--- config.mk ---
export PLATFORM = sky130hd
export DESIGN_NAME = adc_controller_end_flat
export DESIGN_NICKNAME = d
export VERILOG_FILES = /design/src/adc_link_pkg.sv /design/src/adc_link_if.sv /design/src/adc_controller_end.sv /design/src/flat_wrapper.sv
export VERILOG_INCLUDE_DIRS = /design/src /design/src/src
export SDC_FILE = /design/constraint.sdc
export NUM_CORES = 1
export LEC_CHECK = 0
export ABC_AREA = 1
export BUFFER_PORTS_ARGS = -buffer_cell sky130_fd_sc_hd__buf_2
export CAP_MARGIN = 20
export CORE_MARGIN = 10
export CORE_UTILIZATION = 36
export CTS_CLUSTER_SIZE = 40
export DETAILED_ROUTE_END_ITERATION = 12
export HOLD_SLACK_MARGIN = 0.12
export PLACE_DENSITY_LB_ADDON = 0.3
export SLEW_MARGIN = 10
export SYNTH_ARGS = -nofsm -noshare
export SYNTH_HDL_FRONTEND = slang
export SYNTH_SLANG_ARGS = --single-unit
--- constraint.sdc ---
create_clock -name REF_CLK_IN -period 5.1 [get_ports REF_CLK_IN]
set_input_delay 0.51 -clock REF_CLK_IN [delete_from_list [all_inputs] [get_ports REF_CLK_IN]]
set_output_delay 0.51 -clock REF_CLK_IN [all_outputs]
set_load 0.01 [all_outputs]
--- src/adc_link_map.svh ---
`ifndef ADC_LINK_MAP_SVH
`define ADC_LINK_MAP_SVH

// ==========================================================================
// Control byte layout
`define CTRL_CH_MSB           6
`define CTRL_CH_LSB           4
`define CTRL_MODE_BIT         2
`define CTRL_PD_MSB           1
`define CTRL_PD_LSB           0

// ==========================================================================
// Frame positions, counted in shift-clock rising edges
`define XFER_CLOCKS           8
`define ACQ_START_RISE        5
`define MODE_RISE             6
`define RESULT_BITS           16
`define RESULT_FIRST_RISE     10
`define FRAME_CLOCKS          24
`define TAIL_END_CLOCKS       32

// ==========================================================================
// Timing: fastest shift clock and the reference clock period
`define SHIFT_CLK_MIN_PERIOD_PS 416667
`define REF_CLK_PERIOD_PS       5000
// Least half period rounds up to whole reference cycles
`define SHIFT_HALF_CYCLES \
  ((`SHIFT_CLK_MIN_PERIOD_PS + 2 * `REF_CLK_PERIOD_PS - 1) / (2 * `REF_CLK_PERIOD_PS))

// ==========================================================================
// Reset values
`define DIV_RESET             8'h00
`define CODE_RESET            16'h0000

`endif

--- src/adc_link_pkg.sv ---
`default_nettype none
`include "adc_link_map.svh"

package adc_link_pkg;

  // ========================================================================
  // Device sequencer states, Gray along idle -> control -> convert
  typedef enum logic [1:0] {
    D_IDLE = 2'b00,
    D_CTRL = 2'b01,
    D_CONV = 2'b11
  } dev_state_t;

  typedef enum logic {
    H_IDLE = 1'b0,
    H_RUN  = 1'b1
  } host_state_t;

  // ========================================================================
  // State of the converter end, rising-edge side
  typedef struct packed {
    dev_state_t  st;
    logic [2:0]  bit_cnt;
    logic [7:0]  ctrl;
    logic [4:0]  conv_cnt;
    logic [15:0] code;
    logic [2:0]  chan;
    logic        single;
    logic [1:0]  pmode;
    logic        acq;
    logic        hold;
    logic [15:0] smp1;
    logic [15:0] smp2;
  } dev_regs_t;

  // Falling-edge side of the converter end
  typedef struct packed {
    logic busy;
    logic dout;
  } dev_out_t;

  // State of the controlling end
  typedef struct packed {
    host_state_t st;
    logic        sclk;
    logic [7:0]  div;
    logic [5:0]  rise;
    logic [7:0]  ctrl;
    logic        din;
    logic [14:0] res;
    logic        lsb_due;
    logic        pend;
    logic [15:0] pdata;
    logic        dout1;
    logic        dout2;
  } host_regs_t;

  // ========================================================================
  // Control byte: start, channel, constant one, input mode, power mode
  function automatic logic [7:0] make_ctrl(input logic [2:0] ch, input logic sgl, input logic [1:0] pd);
    make_ctrl = {1'b1, ch, 1'b1, sgl, pd};
  endfunction

endpackage

`default_nettype wire

--- src/adc_link_if.sv ---
`default_nettype none

// ==========================================================================
// Serial link between controller and converter
interface adc_link_if;
  logic shift_clock;
  logic din;
  logic dout;
  logic busy;

  modport device (
    input  shift_clock,
    input  din,
    output dout,
    output busy
  );

  modport host (
    output shift_clock,
    output din,
    input  dout,
    input  busy
  );
endinterface

`default_nettype wire

--- src/adc_controller_end.sv ---
`default_nettype none
`include "adc_link_map.svh"

// ==========================================================================
// Result FIFO between the link sequencer and the user
module result_fifo #(
  parameter int WIDTH = 16,
  parameter int DEPTH = 4
) (
  input  wire logic             CLK_IN,
  input  wire logic             RESETN_IN,
  input  wire logic             IN_VALID_IN,
  output logic                  IN_READY_OUT,
  input  wire logic [WIDTH-1:0] IN_DATA_IN,
  output logic                  OUT_VALID_OUT,
  input  wire logic             OUT_READY_IN,
  output logic [WIDTH-1:0]      OUT_DATA_OUT
);
  localparam int AW = $clog2(DEPTH);

  logic [WIDTH-1:0] mem [DEPTH];
  logic [AW-1:0]    wr_q;
  logic [AW-1:0]    rd_q;
  logic [AW:0]      cnt_q;
  logic             push;
  logic             pop;

  assign IN_READY_OUT  = cnt_q != (AW+1)'(DEPTH);
  assign OUT_VALID_OUT = cnt_q != '0;
  assign OUT_DATA_OUT  = mem[rd_q];
  assign push          = IN_VALID_IN && IN_READY_OUT;
  assign pop           = OUT_VALID_OUT && OUT_READY_IN;

  // Pointers wrap explicitly so any depth works
  always_ff @(posedge CLK_IN or negedge RESETN_IN) begin
    if (!RESETN_IN) begin
      wr_q  <= '0;
      rd_q  <= '0;
      cnt_q <= '0;
    end else begin
      if (push) begin
        wr_q <= (wr_q == AW'(DEPTH - 1)) ? '0 : wr_q + AW'(1);
      end
      if (pop) begin
        rd_q <= (rd_q == AW'(DEPTH - 1)) ? '0 : rd_q + AW'(1);
      end
      cnt_q <= cnt_q + (AW+1)'(push) - (AW+1)'(pop);
    end
  end

  // Storage holds no reset, only written words are ever read
  always_ff @(posedge CLK_IN) begin
    if (push) begin
      mem[wr_q] <= IN_DATA_IN;
    end
  end
endmodule

// ==========================================================================
// Controlling end: makes the shift clock, sends control, collects results
module adc_controller_end #(
  parameter int HALF_CYCLES = `SHIFT_HALF_CYCLES,
  parameter int FIFO_DEPTH  = 4
) (
  adc_link_if.host          LINK,
  input  wire logic         REF_CLK_IN,
  input  wire logic         RESETN_IN,
  input  wire logic         CMD_VALID_IN,
  output logic              CMD_READY_OUT,
  input  wire logic [2:0]   CMD_CHANNEL_IN,
  input  wire logic         CMD_SINGLE_IN,
  input  wire logic [1:0]   CMD_POWER_IN,
  output logic              RESULT_VALID_OUT,
  input  wire logic         RESULT_READY_IN,
  output logic [15:0]       RESULT_DATA_OUT,
  output logic              FRAME_ACTIVE_OUT
);
  import adc_link_pkg::*;

  host_regs_t q;
  host_regs_t d;
  logic       tick;
  logic       frame_end;
  logic       can_take;
  logic       accept;
  logic       fifo_ready;
  logic [5:0] r_next;
  logic [7:0] cmd_byte;

  // ========================================================================
  // Command acceptance at idle or on the fall that closes a frame
  assign tick      = q.div == 8'(HALF_CYCLES - 1);
  assign frame_end = (q.rise == 6'(`FRAME_CLOCKS)) || (q.rise == 6'(`TAIL_END_CLOCKS));
  assign can_take  = !q.pend && ((q.st == H_IDLE) || (tick && q.sclk && frame_end));
  assign accept    = CMD_VALID_IN && can_take;
  assign cmd_byte  = make_ctrl(CMD_CHANNEL_IN, CMD_SINGLE_IN, CMD_POWER_IN);
  assign r_next    = q.rise + 6'h01;

  // A frame is 24 rises: rises 1..8 carry the control byte, the converter
  // then sits busy for one period, result bits follow on falls 9..24 and
  // the LSB is caught at rise 25. That rise is either rise 1 of the next
  // frame, when a command is ready at the fall after rise 24, or the first
  // rise of a tail byte of zeros that ends at rise 32.
  // A result still waiting for the FIFO stalls the clock low before the
  // rise that would catch the next LSB: no result is lost, but the low
  // phase stretches and the converter's held sample ages meanwhile.
  always_comb begin
    d       = q;
    d.dout1 = LINK.dout;
    d.dout2 = q.dout1;
    if (q.pend && fifo_ready) begin
      d.pend = 1'b0;
    end
    if (accept) begin
      // Start bit goes out before the first rise of the frame
      d.st   = H_RUN;
      d.ctrl = cmd_byte;
      d.din  = cmd_byte[7];
      d.rise = 6'h00;
      d.sclk = 1'b0;
      d.div  = `DIV_RESET;
    end else if (q.st == H_RUN) begin
      if (!tick) begin
        d.div = q.div + 8'h01;
      end else if (!q.sclk) begin
        // Stall the rise that would capture an LSB the FIFO cannot take
        if (!(q.lsb_due && q.pend)) begin
          d.sclk = 1'b1;
          d.div  = `DIV_RESET;
          d.rise = r_next;
          if ((r_next >= 6'(`RESULT_FIRST_RISE)) && (r_next <= 6'(`FRAME_CLOCKS))) begin
            d.res = {q.res[13:0], q.dout2};
          end
          if (q.lsb_due) begin
            d.pdata   = {q.res, q.dout2};
            d.pend    = 1'b1;
            d.lsb_due = 1'b0;
          end
          if (r_next == 6'(`FRAME_CLOCKS)) begin
            d.lsb_due = 1'b1;
          end
        end
      end else begin
        d.sclk = 1'b0;
        d.div  = `DIV_RESET;
        if (q.rise == 6'(`TAIL_END_CLOCKS)) begin
          d.st  = H_IDLE;
          d.din = 1'b0;
        end else if (q.rise < 6'(`XFER_CLOCKS)) begin
          d.din  = q.ctrl[6];
          d.ctrl = {q.ctrl[6:0], 1'b0};
        end else begin
          // Eight-clock tail byte of zeros fetches a lone LSB
          d.din = 1'b0;
        end
      end
    end
  end

  always_ff @(posedge REF_CLK_IN or negedge RESETN_IN) begin
    if (!RESETN_IN) begin
      q <= '{st: H_IDLE, sclk: 1'b0, div: `DIV_RESET, rise: 6'h00, ctrl: 8'h00,
             din: 1'b0, res: 15'h0000, lsb_due: 1'b0, pend: 1'b0,
             pdata: `CODE_RESET, dout1: 1'b0, dout2: 1'b0};
    end else begin
      q <= d;
    end
  end

  // ========================================================================
  // Results to the user; full FIFO stalls the link clock
  result_fifo #(
    .WIDTH (`RESULT_BITS),
    .DEPTH (FIFO_DEPTH)
  ) u_result_fifo (
    .CLK_IN        (REF_CLK_IN),
    .RESETN_IN     (RESETN_IN),
    .IN_VALID_IN   (q.pend),
    .IN_READY_OUT  (fifo_ready),
    .IN_DATA_IN    (q.pdata),
    .OUT_VALID_OUT (RESULT_VALID_OUT),
    .OUT_READY_IN  (RESULT_READY_IN),
    .OUT_DATA_OUT  (RESULT_DATA_OUT)
  );

  assign CMD_READY_OUT    = can_take;
  assign FRAME_ACTIVE_OUT = q.st == H_RUN;
  assign LINK.shift_clock = q.sclk;
  assign LINK.din         = q.din;

endmodule

`default_nettype wire

--- src/flat_wrapper.sv ---
// flat-port wrapper written by rule: the top's interface ports become plain ports
module adc_controller_end_flat import adc_link_pkg::*;
#(
  parameter int HALF_CYCLES = `SHIFT_HALF_CYCLES,
  parameter int FIFO_DEPTH  = 4
)
  (REF_CLK_IN, RESETN_IN, CMD_VALID_IN, CMD_READY_OUT, CMD_CHANNEL_IN, CMD_SINGLE_IN, CMD_POWER_IN, RESULT_VALID_OUT, RESULT_READY_IN, RESULT_DATA_OUT, FRAME_ACTIVE_OUT, LINK_shift_clock, LINK_din, LINK_dout, LINK_busy);
  adc_link_if LINK_i ();
  input  wire logic REF_CLK_IN;
  input  wire logic RESETN_IN;
  input  wire logic CMD_VALID_IN;
  output logic CMD_READY_OUT;
  input  wire logic [2:0] CMD_CHANNEL_IN;
  input  wire logic CMD_SINGLE_IN;
  input  wire logic [1:0] CMD_POWER_IN;
  output logic RESULT_VALID_OUT;
  input  wire logic RESULT_READY_IN;
  output logic [15:0] RESULT_DATA_OUT;
  output logic FRAME_ACTIVE_OUT;
  output wire logic [$bits(LINK_i.shift_clock)-1:0] LINK_shift_clock;
  output wire logic [$bits(LINK_i.din)-1:0] LINK_din;
  input wire logic [$bits(LINK_i.dout)-1:0] LINK_dout;
  input wire logic [$bits(LINK_i.busy)-1:0] LINK_busy;
  assign LINK_shift_clock = LINK_i.shift_clock;
  assign LINK_din = LINK_i.din;
  assign LINK_i.dout = LINK_dout;
  assign LINK_i.busy = LINK_busy;
  adc_controller_end #(.HALF_CYCLES(HALF_CYCLES), .FIFO_DEPTH(FIFO_DEPTH)) u_core (.LINK(LINK_i), .REF_CLK_IN(REF_CLK_IN), .RESETN_IN(RESETN_IN), .CMD_VALID_IN(CMD_VALID_IN), .CMD_READY_OUT(CMD_READY_OUT), .CMD_CHANNEL_IN(CMD_CHANNEL_IN), .CMD_SINGLE_IN(CMD_SINGLE_IN), .CMD_POWER_IN(CMD_POWER_IN), .RESULT_VALID_OUT(RESULT_VALID_OUT), .RESULT_READY_IN(RESULT_READY_IN), .RESULT_DATA_OUT(RESULT_DATA_OUT), .FRAME_ACTIVE_OUT(FRAME_ACTIVE_OUT));
endmodule
==> impl_metrics.toml <==
[status]
status = "complete, no violations"

[pwr]
peakVddDrop_uv = 220
p_total_w = 0.00282
powerDensity_nw_per_um2 = 434
p_leak_nw = 2.73

[sta]
maxSlewHeadroom_pct = 31.2
hold_viol = 0
fin_crit_sh_pct = 56.8
worst_pin_slew_ns = 1.03
tns_ns = 0
slew_violations = 0
timing.fmax_mhz = 345
layout_min_cycle_time_ns = 2.90
rsz0062_at_grt = "no"
fin_skew_ns = 0.00595
setup_viol = 0

[cts]
clk_pin_slew_ns = 0.06
cts_hold_buf = 0
cts_root_buf = "clkbuf_16"
htree_levels = 4
cts_resized = 0
cts_sinks = 130
cts_buffers = 17
postCtsSetupBuffers = 0
cts_tree = "done"
clock_latency_ns = 0.41
clockBufferDepth = 2

[synth]
syn_avg_cell_area_um2 = 10.6
yosysUniqueCellTypes = 35
synth.top_cell.area_share_pct = 34.5
synthMuxAreaShare_pct = 0
synth_xor_area_share_pct = 1.10
synth_warnings = 0
synth_top_family_by_area = "simple AND/OR/NAND/NOR gates"
synth_area_leaders = "edfxtp_1, dfrtp_1, nand2_1"
yosysSeqAreaShare_pct = 64.2
syn_nets = 550
ys_seq_elements = 130
synth.cell_area_um2 = 5570
synth-compound-area-share_pct = 7.22
synthCells = 526
yosys.area.top_type = "edfxtp_1"
synth_simple_gate_area_share_pct = 20.2
synth-adder-area-share_pct = 2.83

[drt]
drtIter0Drc = 291
wl_met3_um = 473
viasPerCell = 4.99
wl_met1_um = 5050
drt_pre_antenna_iters = 5
routed_wirelength_um = 11200
top_layer = "met4"
routed-wl-met2_um = 5530
vias = 3791
ant_nets = 0
wl_per_cell_um = 14.7
drc = 0

[setup_path]
cp_cell_sequence = "buf_4, inv_1, o21ai_0, o22ai_1, buf_2"
crit_type = "register to output port"
worst_ep_required_time_ns = 4.59
setup.worst_path.start_class = "register"
cp-end-kind = "output port"
cp_max_fo = 35
rr_worst_depth = 10
slowest_stage = "inv_1"
max_stage_delay_ns = 0.75
crit_arrival_ns = 2.39

[cells_and_area]
antenna_cells = 0
area_growth_pct = 16.9
final_layout_size_suffix_gt1_share_pct = 15.2
final_cell_mix = "nand2_1, dfrtp_1, edfxtp_1"
mostFrequentLayoutCell = "nand2_1"
layoutNonFillerInstCount = 760
layout.nets = 583

[floorplan]
fp.coreArea_um2 = 15200
die_h_um = 144
dieArea_um2 = 20800
rows = 45
start_util_pct = 36.6
die_x_um = 144
pin_count = 33

[global_route]
grt_max_degree = 67
overflow = 0
grt_first_pass_wirelength_um = 18700
grt_pass1_vias = 3723
grtUsageTotal_pct = 11.5
antenna_found_initial = 0

[placement]
place_hpwl_um = 6770
globalplace.congestion = 0.836
place_inst = 728
port_buffers = 31

[hold_path]
min-delay-path-class = "input port to register"
whs_path_depth = 1

[flow_run]
maxCapViolations = 0
==> synthesized netlist by cell type <==
master	count
nand3b_1	3
a21o_1	2
o21ai_0	49
clkbuf_1	11
nand2_2	4
fa_1	1
nand2_4	1
nand3_2	3
inv_1	34
nand3_4	1
nor2_8	1
ha_1	11
buf_2	1
clkinv_1	1
inv_2	3
nand2_1	106
nand3b_2	1
xnor2_1	3
or2_0	1
buf_6	3
a21oi_1	3
nor2_1	62
edfxtp_1	64
dfrtp_1	66
a31oi_1	1
nand4_1	24
nand3_1	31
buf_4	3
o22ai_1	16
xor2_1	4
buf_1	1
or2_2	5
nor3_1	1
o21ai_1	4
and2_0	1
==> where the power goes <==
group | total, W | internal (W) | switching [W] | leakage (nW)
registers | 0.00115 | 0.00112 | 0.0000348 | 1.30
clock network | 0.00129 | 0.000823 | 0.000468 | 0.299
logic | 0.000381 | 0.000127 | 0.000254 | 1.13
total | 0.00282 | 0.00207 | 0.000757 | 2.73
==> metrics by stage <==
| step | cell area, µm² | utilization, % | hold slack (ns) | setup WS [ns] |
|---|---|---|---|---|
| floorplan | 5570 | - | 0.214 | 2.81 |
| global placement | 5870 | 38.6 | 0.341 | 2.46 |
| detailed placement | 5870 | 38.6 | 0.346 | 2.42 |
| CTS | 6500 | 42.8 | 0.177 | 2.15 |
| global route | 6500 | 42.8 | 0.187 | 1.96 |
| finish | 6500 | 42.8 | 0.199 | 2.20 |
==> layer usage <==
layer	track usage, %	vias up
li1	-	1867
met1	13.8	1841
met2	19.0	72
met3	2.82	11
met4	5.27	0
met5	0	-
==> critical path: cells and delay by family, from the launching register on <==
kind	cells	cell delay [ns]
buffers and inverters	3	1.18
DFF	1	0.36
AOI/OAI and AO/OA	2	0.41
==> layout make-up <==
class / count / area, µm²
Clock buffer: 17 / 425
Clock inverter: 15 / 204
Fill cell: 1399 / 8700
Inverter: 38 / 143
Multi-Input combinational cell: 339 / 1750
Sequential cell: 130 / 3570
Tap cell: 188 / 235
Timing Repair Buffer: 33 / 170
==> path summary, 6_finish.rpt <==
check	slack, ns	from	to
max in group asynchronous	4.26	RESETN_IN	u_core.q[6]$_DFFE_PN0P_
hold / removal	0.20	LINK_dout	u_core.d[0]$_DFF_PN0_
min in group asynchronous	0.27	RESETN_IN	u_core.q[57]$_DFFE_PN0P_
setup / recovery	2.20	u_core.u_result_fifo.rd_q[0]$_DFFE_PN0P_	RESULT_DATA_OUT[0]
hold reg to reg	0.36	u_core.d[0]$_DFF_PN0_	u_core.q[0]$_DFF_PN0_
setup reg to reg	2.46	u_core.q[18]$_DFF_PN0_	u_core.u_result_fifo.cnt_q[2]$_DFF_PN0_
==> flip-flops by register name (all words and copies together) (netlist names) <==
register,flops
u_core.u_result_fifo.wr_q,2
u_core.q,55
u_core.LINK.din,1
u_core.u_result_fifo.mem,64
u_core.FRAME_ACTIVE_OUT,1
u_core.d,1
u_core.LINK.shift_clock,1
u_core.u_result_fifo.rd_q,2
u_core.u_result_fifo.cnt_q,3
==> kinds of logic after synthesis <==
logic type	count (synthesis)
AOI/OAI and AO/OA	75
DFF	130
adders and majority gates	12
xor gates and xnor gates	7
buffers and inverters	57
and+or+nand+nor	245
No activity file was read; power rests on OpenSTA's default activity.
